<file path="config.mk">
export PLATFORM = sky130hd
export DESIGN_NAME = poe_port_sequencer
export DESIGN_NICKNAME = d
export VERILOG_FILES = /design/src/shared/poe_seq_pkg.sv /design/src/verilog/poe_port_sequencer.sv /design/src/verilog/mps_monitor.sv
export SDC_FILE = /design/constraint.sdc
export NUM_CORES = 1
export LEC_CHECK = 0
export BUFFER_PORTS_ARGS = -buffer_cell sky130_fd_sc_hd__buf_2
export CORE_AREA = 4 4 280 282
export DETAILED_ROUTE_END_ITERATION = 8
export DIE_AREA = 0 0 284 286
export GPL_TIMING_DRIVEN = 0
export PLACE_DENSITY_LB_ADDON = 0.05
export SETUP_SLACK_MARGIN = 0.1
export SYNTH_ARGS = -nofsm -noshare
export SYNTH_HDL_FRONTEND = slang
export SYNTH_SLANG_ARGS = --single-unit
</file>
<file path="constraint.sdc">
create_clock -name clk -period 3 [get_ports clk]
set_input_delay 0.15 -clock clk [delete_from_list [all_inputs] [get_ports clk]]
set_output_delay 0.15 -clock clk [all_outputs]
set_load 0.01 [all_outputs]
</file>
<file path="src/shared/poe_seq_pkg.sv">
// How it works
// - After a load disconnect, restart detection and classification at once if enabled.
// - Start, policing or current-limit fault sends the port into cool-down.
// - When cool-down expires, restart detect and class cycles if still enabled.
// - Power-off clears both enable bits; host must set them again.
// - Strap: open disables autonomy, 124k gives 15 W, 62k gives 30 W.
// - In autonomy a higher requested class is demoted to the strap level.
// - In autonomy detect runs always; classify only after valid detection.
// - After valid classification, power turns on at the allocated level.
// - Classification ends with a 100 ms extended final interval.
// - Fault load or short removes power; policing guards powered ports.
// - Keep power only with 6 ms qualifying current per 320-400 ms.
// - Slave address comes from four strap pins, unique per bus.
package poe_seq_pkg;

	localparam int NUM_PORTS = 8;
	localparam int CLK_PERIOD_NS = 8;
	localparam int MS_NS = 1000000;
	localparam int CYCLES_PER_MS = MS_NS / CLK_PERIOD_NS;
	localparam int TICK_W = 17;
	localparam int MS_CNT_W = 11;
	localparam int CLASS_EXT_MS = 100;
	localparam int MAINT_QUAL_MS = 6;
	localparam int MAINT_WIN_MIN_MS = 320;
	localparam int MAINT_WIN_MAX_MS = 400;
	localparam int COOL_MS_DEFAULT = 1000;
	localparam int SETTLE_W = 2;

	localparam logic [1:0] STRAP_OPEN = 2'h0;
	localparam logic [1:0] STRAP_124K = 2'h1;
	localparam logic [1:0] STRAP_62K = 2'h2;

	localparam logic [1:0] ALLOC_4W = 2'h0;
	localparam logic [1:0] ALLOC_7W = 2'h1;
	localparam logic [1:0] ALLOC_15W = 2'h2;
	localparam logic [1:0] ALLOC_30W = 2'h3;

	typedef enum logic [2:0] {
		ST_IDLE = 3'h0,
		ST_DETECT = 3'h1,
		ST_CLASS = 3'h2,
		ST_CLASS_EXT = 3'h3,
		ST_POWERED = 3'h4,
		ST_COOL = 3'h5
	} port_state_type;

	function automatic logic [1:0] class_to_alloc(input logic [2:0] cls);
		case (cls)
			3'h1: class_to_alloc = ALLOC_4W;
			3'h2: class_to_alloc = ALLOC_7W;
			3'h4: class_to_alloc = ALLOC_30W;
			default: class_to_alloc = ALLOC_15W;
		endcase
	endfunction

	function automatic logic [1:0] min_alloc(input logic [1:0] a, input logic [1:0] b);
		min_alloc = (a < b) ? a : b;
	endfunction

	function automatic port_state_type restart_state(input logic det, input logic cls);
		if (det)
			restart_state = ST_DETECT;
		else if (cls)
			restart_state = ST_CLASS;
		else
			restart_state = ST_IDLE;
	endfunction

endpackage

</file>
<file path="src/verilog/poe_port_sequencer.sv">
`timescale 1ns/1ps
module poe_port_sequencer
	import poe_seq_pkg::*;
#(
	parameter int TICK_CYCLES = CYCLES_PER_MS,
	parameter int COOL_MS = COOL_MS_DEFAULT
) (
	input wire logic clk,
	input wire logic arst_n,
	input wire logic [1:0] auto_strap_pin,
	input wire logic [3:0] address_strap_pins,
	input wire logic [7:0] host_det_set,
	input wire logic [7:0] host_cls_set,
	input wire logic [7:0] host_power_off,
	input wire logic [15:0] power_alloc,
	input wire logic [7:0] det_done,
	input wire logic [7:0] det_ok,
	input wire logic [7:0] cls_done,
	input wire logic [7:0] cls_ok,
	input wire logic [23:0] cls_level,
	input wire logic [7:0] start_fault,
	input wire logic [7:0] policing_fault,
	input wire logic [7:0] current_limit_fault,
	input wire logic [7:0] short_fault,
	input wire logic [7:0] maint_current_pin,
	output logic [3:0] i2c_address,
	output logic [1:0] auto_mode,
	output logic [7:0] detect_enable_bit,
	output logic [7:0] class_enable_bit,
	output logic [7:0] det_run,
	output logic [7:0] cls_run,
	output logic [7:0] ext_class_run,
	output logic [7:0] port_power,
	output logic [7:0] cool_active,
	output logic [15:0] grant_level
);

	localparam logic [TICK_W-1:0] TICK_LAST = TICK_W'(TICK_CYCLES - 1);
	localparam logic [MS_CNT_W-1:0] EXT_LAST = MS_CNT_W'(CLASS_EXT_MS - 1);
	localparam logic [MS_CNT_W-1:0] COOL_LAST = MS_CNT_W'(COOL_MS - 1);
	localparam logic [SETTLE_W-1:0] SETTLE_LAST = '1;

	// ----------------------------------------
	// Strap capture and millisecond tick
	// ----------------------------------------
	logic [1:0] auto_meta;
	logic [1:0] auto_sync;
	logic [3:0] addr_meta;
	logic [3:0] addr_sync;
	logic [SETTLE_W-1:0] settle;
	logic strap_done;
	logic [TICK_W-1:0] tick_cnt;
	logic tick;
	logic [SETTLE_W-1:0] next_settle;
	logic next_strap_done;
	logic [1:0] next_auto_mode;
	logic [3:0] next_i2c_address;
	logic [TICK_W-1:0] next_tick_cnt;
	logic next_tick;

	// Straps are caught once after the synchronisers have filled, then frozen
	always_comb begin
		next_settle = settle;
		next_strap_done = strap_done;
		next_auto_mode = auto_mode;
		next_i2c_address = i2c_address;
		if (!strap_done) begin
			next_settle = settle + SETTLE_W'(1);
			if (settle == SETTLE_LAST) begin
				next_strap_done = 1'b1;
				next_i2c_address = addr_sync;
				next_auto_mode = (auto_sync == STRAP_62K) ? STRAP_62K :
					(auto_sync == STRAP_124K) ? STRAP_124K : STRAP_OPEN;
			end
		end
		next_tick = (tick_cnt == TICK_LAST);
		next_tick_cnt = next_tick ? '0 : tick_cnt + TICK_W'(1);
	end

	always_ff @(posedge clk or negedge arst_n) begin
		if (!arst_n) begin
			auto_meta <= STRAP_OPEN;
			auto_sync <= STRAP_OPEN;
			addr_meta <= 4'h0;
			addr_sync <= 4'h0;
			settle <= '0;
			strap_done <= 1'b0;
			auto_mode <= STRAP_OPEN;
			i2c_address <= 4'h0;
			tick_cnt <= '0;
			tick <= 1'b0;
		end else begin
			auto_meta <= auto_strap_pin;
			auto_sync <= auto_meta;
			addr_meta <= address_strap_pins;
			addr_sync <= addr_meta;
			settle <= next_settle;
			strap_done <= next_strap_done;
			auto_mode <= next_auto_mode;
			i2c_address <= next_i2c_address;
			tick_cnt <= next_tick_cnt;
			tick <= next_tick;
		end
	end

	logic auto_on;
	logic [1:0] auto_limit;
	assign auto_on = (auto_mode != STRAP_OPEN);
	assign auto_limit = (auto_mode == STRAP_62K) ? ALLOC_30W : ALLOC_15W;

	// ----------------------------------------
	// Maintain check per port
	// ----------------------------------------
	logic [7:0] maint_drop;

	for (genvar g = 0; g < NUM_PORTS; g++) begin : g_maint
		maint_monitor u_maint (
			.clk(clk),
			.arst_n(arst_n),
			.tick(tick),
			.powered(port_power[g]),
			.current_pin(maint_current_pin[g]),
			.drop(maint_drop[g])
		);
	end

	// ----------------------------------------
	// Port sequencers
	// ----------------------------------------
	port_state_type state [NUM_PORTS];
	port_state_type next_state [NUM_PORTS];
	logic [MS_CNT_W-1:0] timer [NUM_PORTS];
	logic [MS_CNT_W-1:0] next_timer [NUM_PORTS];
	logic [7:0] next_det_en;
	logic [7:0] next_cls_en;
	logic [15:0] next_grant;
	logic [7:0] want_det;
	logic [7:0] want_cls;
	logic [7:0] any_fault;

	always_comb begin
		next_det_en = detect_enable_bit;
		next_cls_en = class_enable_bit;
		next_grant = grant_level;
		for (int p = 0; p < NUM_PORTS; p++) begin
			next_state[p] = state[p];
			next_timer[p] = timer[p];
			// Host set wins over a power-off in the same cycle
			if (host_power_off[p]) begin
				next_det_en[p] = 1'b0;
				next_cls_en[p] = 1'b0;
			end
			if (host_det_set[p])
				next_det_en[p] = 1'b1;
			if (host_cls_set[p])
				next_cls_en[p] = 1'b1;
			want_det[p] = next_det_en[p] | auto_on;
			want_cls[p] = next_cls_en[p] | auto_on;
			any_fault[p] = start_fault[p] | policing_fault[p] | current_limit_fault[p]
				| short_fault[p];
			if (host_power_off[p]) begin
				next_state[p] = ST_IDLE;
			end else begin
				unique case (state[p])
					ST_IDLE: begin
						next_state[p] = restart_state(want_det[p], want_cls[p]);
					end
					ST_DETECT: begin
						if (!want_det[p])
							next_state[p] = ST_IDLE;
						else if (det_done[p] && det_ok[p] && want_cls[p])
							next_state[p] = ST_CLASS;
					end
					ST_CLASS: begin
						if (cls_done[p]) begin
							next_timer[p] = '0;
							next_state[p] = cls_ok[p] ? ST_CLASS_EXT : ST_IDLE;
							next_grant[2*p +: 2] = min_alloc(class_to_alloc(cls_level[3*p +: 3]),
								auto_on ? auto_limit : power_alloc[2*p +: 2]);
						end
					end
					ST_CLASS_EXT: begin
						if (tick) begin
							next_timer[p] = timer[p] + MS_CNT_W'(1);
							if (timer[p] == EXT_LAST)
								next_state[p] = ST_POWERED;
						end
					end
					ST_POWERED: begin
						if (any_fault[p]) begin
							next_timer[p] = '0;
							next_state[p] = ST_COOL;
						end else if (maint_drop[p]) begin
							next_state[p] = restart_state(want_det[p], want_cls[p]);
						end
					end
					ST_COOL: begin
						// Enable bits set meanwhile stay pending until expiry
						if (tick) begin
							next_timer[p] = timer[p] + MS_CNT_W'(1);
							if (timer[p] == COOL_LAST)
								next_state[p] = restart_state(want_det[p], want_cls[p]);
						end
					end
					default: next_state[p] = ST_IDLE;
				endcase
			end
		end
	end

	always_ff @(posedge clk or negedge arst_n) begin
		if (!arst_n) begin
			for (int p = 0; p < NUM_PORTS; p++) begin
				state[p] <= ST_IDLE;
				timer[p] <= '0;
			end
			detect_enable_bit <= 8'h00;
			class_enable_bit <= 8'h00;
			grant_level <= 16'h0000;
			det_run <= 8'h00;
			cls_run <= 8'h00;
			ext_class_run <= 8'h00;
			port_power <= 8'h00;
			cool_active <= 8'h00;
		end else begin
			for (int p = 0; p < NUM_PORTS; p++) begin
				state[p] <= next_state[p];
				timer[p] <= next_timer[p];
				det_run[p] <= (next_state[p] == ST_DETECT);
				cls_run[p] <= (next_state[p] == ST_CLASS);
				ext_class_run[p] <= (next_state[p] == ST_CLASS_EXT);
				port_power[p] <= (next_state[p] == ST_POWERED);
				cool_active[p] <= (next_state[p] == ST_COOL);
			end
			detect_enable_bit <= next_det_en;
			class_enable_bit <= next_cls_en;
			grant_level <= next_grant;
		end
	end

	// ----------------------------------------
	// Checks
	// ----------------------------------------
	for (genvar g = 0; g < NUM_PORTS; g++) begin : g_chk

	end
endmodule

</file>
<file path="src/verilog/mps_monitor.sv">
`timescale 1ns/1ps
module maint_monitor
	import poe_seq_pkg::*;
(
	input wire logic clk,
	input wire logic arst_n,
	input wire logic tick,
	input wire logic powered,
	input wire logic current_pin,
	output logic drop
);

	localparam logic [3:0] QUAL_LAST = 4'(MAINT_QUAL_MS - 1);
	localparam logic [MS_CNT_W-1:0] WIN_LAST = MS_CNT_W'(MAINT_WIN_MAX_MS - 1);

	logic cur_meta;
	logic cur_sync;
	logic [3:0] acc;
	logic [MS_CNT_W-1:0] win;
	logic [3:0] next_acc;
	logic [MS_CNT_W-1:0] next_win;
	logic next_drop;

	// ----------------------------------------
	// Qualifying current window
	// ----------------------------------------
	// Window ends at the long limit so a load meeting the short one is never dropped
	always_comb begin
		next_acc = acc;
		next_win = win;
		next_drop = 1'b0;
		if (!powered) begin
			next_acc = '0;
			next_win = '0;
		end else if (tick) begin
			if (cur_sync && acc == QUAL_LAST) begin
				next_acc = '0;
				next_win = '0;
			end else if (win == WIN_LAST) begin
				next_drop = 1'b1;
				next_acc = '0;
				next_win = '0;
			end else begin
				next_acc = cur_sync ? acc + 4'h1 : acc;
				next_win = win + MS_CNT_W'(1);
			end
		end
	end

	always_ff @(posedge clk or negedge arst_n) begin
		if (!arst_n) begin
			cur_meta <= 1'b0;
			cur_sync <= 1'b0;
			acc <= '0;
			win <= '0;
			drop <= 1'b0;
		end else begin
			cur_meta <= current_pin;
			cur_sync <= cur_meta;
			acc <= next_acc;
			win <= next_win;
			drop <= next_drop;
		end
	end
endmodule

</file>
* After elaboration in Yosys (flattened, before gate mapping)
Cells that the tools add are included.
** Storage, ports and cells
- Flip-flop bits (word level) :: 367
- Output and inout port bits :: 78
- Word-level logic and storage cells :: 753
- Input bits :: 144
** Operators by class
- Equality and inequality tests :: 181
- $lt $le $gt $ge :: 8
- Reductions and logical operators :: 74
- Add/subtract/negate cells :: 26
- Mux-type cells :: 334
- Bitwise logic cells :: 49
** Operators by type and width (count)
- $mux W11 :: 56
- $pmux W11 S3 :: 8
- $mux W3 :: 80
- $add A11 B1 Y11 const B :: 16
- $mux W4 :: 40
- $pmux W3 S6 :: 8
- $mux W2 :: 65
- $eq A3 B2 Y1 const B :: 40
- $eq A3 B3 Y1 const B :: 40
- $eq A11 B10 Y1 const B :: 8
- $eq A11 B7 Y1 const B :: 8
- $eq A11 B9 Y1 const B :: 8
- $eq A3 B1 Y1 const B :: 24
- $mux W1 :: 68
- $pmux W2 S3 :: 8
- $or A1 B1 Y1 :: 40
- $reduce_and A5 Y1 :: 8
- $add A4 B1 Y4 const B :: 8
- $eq A4 B3 Y1 const B :: 8
- $ne A2 B1 Y1 const B :: 16
- $ne A2 B2 Y1 const B :: 16
- $ne A4 B1 Y1 const B :: 8
- $logic_and A1 B1 Y1 :: 24
- $logic_not A3 Y1 :: 8
- other kinds (13) :: 59

* Logic depth before layout (Yosys ltp)
- Depth in word-level cells :: 10
- Gate-level depth with buffers :: 9
- Mapped depth without buffers :: 8

* Hierarchy
From an unflattened synthesis, not the netlist that was laid out.
** Unflattened totals
- Cell total of the unflattened synthesis :: 2134
- Area total of the unflattened synthesis :: 20305.7 um^2
** By module, submodules not included
- poe_port_sequencer :: times used 1, sequential area each 5580.4 um^2, cells an instance 1350, area each 12378.1 um^2
- maint_monitor :: times used 8, sequential area each 450.4 um^2, cells an instance 98, area each 991.0 um^2

* Least setup slack after synthesis
OpenSTA, ideal clock, no wires.
- Path kind :: register to register
- From :: register auto_mode[0]
- To :: register cls_run[2]
- Library setup time :: 66 ps
- Required time :: 2934 ps
- Data arrival time :: 2132 ps
- Period minus slack after synthesis :: 2198 ps
- Cell stages (with the launch flop) :: 8
- Path buffers :: 2
- Setup slack :: 802 ps
- Cells stage by stage :: dfrtp_1 buf_2 or2_1 buf_2 or3_4 or4_4 a31oi_4 and2_1
** RTL lines
- start, declared :: line poe_port_sequencer.sv:27 : output logic [1:0] auto_mode,
- start signal, assigned :: line poe_port_sequencer.sv:99 : auto_mode <= next_auto_mode;
- end signal, assigned by index :: line poe_port_sequencer.sv:230 : cls_run[p] <= (next_state[p] == ST_CLASS);
- end, declared :: line poe_port_sequencer.sv:31 : output logic [7:0] cls_run,

* Worst setup path after layout
- From :: register auto_mode[0]
- To :: register cls_run[6]
** Between the ends
- Longest elaborated chain between the ends :: 9
- Elaborated cells on any way between the ends :: 15
- Classes of those cells :: eq/ne: 1; mux: 10; bitwise: 2; reduce/logical: 2
** Ends and longest elaborated chain
- $reduce_bool A2 Y1 (*) :: line poe_port_sequencer.sv:108 : assign auto_on = (auto_mode != STRAP_OPEN);
- $or A1 B1 Y1 :: line poe_port_sequencer.sv:158 : want_cls[p] = next_cls_en[p] | auto_on;
- $mux W2 :: line poe_seq_pkg.sv:63 : else if (cls)
- $mux W2 :: line poe_seq_pkg.sv:61 : if (det)
- $mux W3, on equally long branches :: line poe_port_sequencer.sv:201, poe_port_sequencer.sv:193
- $mux W3, on equally long branches :: line poe_port_sequencer.sv:199, poe_port_sequencer.sv:190
- $pmux W3 S6 (*) :: line poe_port_sequencer.sv:164 : unique case (state[p])
- $mux W3 (*) :: line poe_port_sequencer.sv:161 : if (host_power_off[p]) begin
- $eq A3 B2 Y1 (*) :: line poe_port_sequencer.sv:230
Mark *: on every way between the ends. The rest lies on a longest branch, timed or not.
A chain may end at the register's enable or synchronous reset.

==> impl_results.md <==
* Asr flop ratio synth at 1.00
* Cells after Synth at 2008
* Critical hold path startpoint: cls_level[11]
* ANT nets after route at 0
* Clock Tree Root: clkbuf_16
* Critical Path Source: auto_mode[0]
* Crit Path Max Fanout at 10
* Sequential fraction of the synthesis area at 0.488
* Crit-path cells: buf_2, or2_1, buf_2, buf_2, nor2_1, o211a_1, nor4_4, and3b_1
* Initial antenna violation count at 11
* Total CTS buffers at 48
* CP peak stage delay at 0.45 ns
* Final wirelength at 57300 um
* Placement Rows at 101
* Gp weighted congestion at 0.793
* Critical path class: reg -> reg
* Post-synth EDFFs at 0
* Max Slew Vio Count at 0
* Clock Power Share at 0.467
* Layout cells sized above 1 at 0.155
* WL per Instance at 17.0 um
* Status: finished, final reports clean
* Tot GR Track Use at 0.138
* Period utilization at 0.911
* Seq pwr share at 0.424
* Yosys top cell by area: dfrtp_1
* Worst min path class: in -> reg
* Vias in the first global route at 15929
* Post-synth cell types at 80
* Slew @ Worst Pin at 1.11 ns
* Combinational fraction of design power at 0.109
* Net Sw Power at 3.29 mW
* Most used flip-flop cell after synthesis: dfrtp_1
* Clk_lat worst skew at 0.57 ns
* Post-DP HPWL at 40900 um
* Finish-stage setup viols at 0
* Drt pass-1 iters at 5
* Sink Count at 367
* FF+latch count, synth at 367
* Die height at 286 um
* Area Overhead vs Synth at 25.8%
* CTS tree: done
* Reg-to-reg critical path startpoint: auto_mode[0]
* Largest net degree at the start of global routing at 108
* Setup_tns at 0 ns
* Net Count, Synth at 2202
* CP max-delay cell: buf_2
* Mean area per synthesized cell at 9.37 um2
* Fmax at 0.366 GHz
* IO Count at 222
* CP top delay family: buffers and inverters
* RSZ-0062 raised after global routing: true
* Starting density of the core at 0.249
* Detailed-route DRC error count at 0
* Buf/Inv on CP at 3
* I/O Buffers at 221
* Htree depth at 2
* Critical path startpoint category: flop
* VDD IR max at 0.000340 V
* Vias at 15865
* Leakage at 10.4 nW
* Maximum buffer depth of the clock tree at 3
* Crit end category: flop
* Most frequent CP cell: buf_2
* Required time of the critical path at 3.49 ns
* Clk_skew at 0.0125 ns
* Final hold slack at 0.0525 ns
* First-pass GRT wire length at 90800 um
* Sw frac at 0.255
* Reg clk slew, reported paths at 0.06 ns
* Cell Area, Synth at 0.0188 mm2
* Pint at 9.63 mW
* Most area-consuming cells after synthesis: dfrtp_1, o21ai_0, nor2_1
* Nets@finish at 2547
* Yosys warning count at 0
* Max_cap viols at 0
* Core Box Area at 0.0757 mm2
* Min Tclk post-route at 2.73 ns
* Overflow after GRT at 0
* DR iter-0 viols at 769
* Synth cell count leaders: dfrtp_1, nor2_1, o21ai_0, nand2_1, nand3_1
* Count leader, synth: dfrtp_1
* Vias per inst at 4.71
* Die width at 284 um
* Pwr per Cell Area at 546 mW/mm2
* Die area at 0.0812 mm2
* Synth top area share at 0.488
* Worst path arrival time at 3.22 ns
* Max_slew headroom at 0.255
* Final hold violations at 0
[placed cells by master, fill, tap and decap left out, types with 10 or more instances in the layout]
cell           netlist  routed
dfrtp_1            367     366
nor2_1             238     238
buf_2                4     224
o21ai_0            184     184
nand2_1            165     165
nand3_1             93      93
a21oi_1             77      77
inv_1               76      75
xor2_1              74      74
dlygate4sd3_1        0      66
nand2b_1            59      59
nand4_1             56      56
and3_1              54      54
nor2b_1             51      51
clkbuf_1            44      50
ha_1                50      50
clkbuf_16            0      49
o31ai_1             33      32
nor3_1              31      31
xnor2_1             28      28
nor4_1              25      25
a31oi_1             21      21
or3_1               20      20
and2_1              20      20
mux2_2              19      19
o22ai_1             16      16
or4_1               15      15
a21o_1              15      15
or2_2               14      14
clkbuf_8             0      13
o41ai_1             12      12
nor4b_1             13      11
buf_4                8      11
nand4b_1            10      10
[through the flow]
step / total power [mW] / setup slack [ns] / area (um2) / util / std cells
6_report: 12.9 / 0.267 / 23700 / 0.313 / 3369
3_3_place_gp: 6.90 / -6.38 / 21100 / 0.279 / 3207
4_1_cts: 13.3 / 0.169 / 23600 / 0.312 / 3364
5_1_grt: 13.6 / 0.0573 / 23700 / 0.313 / 3366
3_5_place_dp: 6.91 / -1.23 / 21300 / 0.281 / 3211
2_1_floorplan: 6.21 / 0.802 / 18800 / - / 2008
[what timing repair did]
action	in CTS	in global routing
pin swaps	1	0
endpoints found under the hold margin	135	0
setup endpoints to repair	155	6
gates resized for setup	11	3
setup buffers	4	0
hold buffers	66	0
[cell type report]
cell class,instances,area [um2]
inverter,76,289
buffer,58,279
sequential,367,9190
antenna,5,12.5
multi-input combinational,1507,9110
fill,7923,52000
timing repair buffer,295,1920
clock inverter,10,200
tap,978,1220
clock buffer,73,1450
[worst register-to-register path: stages, from the launching register on]
cell	delay (ns)
dfrtp_1	0.36
buf_2	0.38
or2_1	0.17
buf_2	0.29
buf_2	0.46
nor2_1	0.12
o211a_1	0.25
nor4_4	0.38
and3b_1	0.25
[worst paths after layout]
kind                       cells past startpoint  slack [ns]              to
max reg2reg                                    8        0.27      cls_run[6]
min reg2reg                                    0        0.35    auto_sync[0]
min in group asynchronous                      2        0.11       timer[84]
max in group asynchronous                      4        1.44            tick
max                                            8        0.27      cls_run[6]
min                                            5        0.05  grant_level[6]
[flip-flops by register name, summed over array words and instances (netlist names), 16 cells and up]
signal and flops:
g_maint.u_maint.acc 32, state 24, g_maint.u_maint.win 88, grant_level 16
tick_cnt 17, timer 88
[power groups by stage]
stage | Clock (mW) | Combinational [mW] | Sequential [mW]
after floorplan | 0 | 0.633 | 5.58
after global placement | 0 | 1.33 | 5.57
after detailed placement | 0 | 1.35 | 5.56
after CTS | 6.34 | 1.45 | 5.48
after global routing | 6.49 | 1.60 | 5.52
final | 6.04 | 1.41 | 5.47
[routing by layer]
layer | vias up | wire (um) | GRT usage
li1 | 7852 | - | -
met4 | 4 | 927 | 0.0290
met1 | 7639 | 28100 | 0.195
met3 | 64 | 2760 | 0.0268
met2 | 306 | 25500 | 0.220
met5 | - | 20 | 0
[logic make-up (layout without fill, tap and decap cells)]
kind of cell / Yosys count / in the layout / share of synthesized area
AO/OA/AOI/OAI: 411 / 411 / 0.131
XOR/XNOR: 102 / 102 / 0.0475
adder cells (fa/ha/maj): 50 / 50 / 0.0332
buffers and inverters: 134 / 512 / 0.0290
flip-flops: 367 / 367 / 0.488
multiplexers: 26 / 26 / 0.0151
other: 0 / 5 / 0
AND/OR/NAND/NOR: 918 / 918 / 0.256
(Power assumes the default switching activity.)
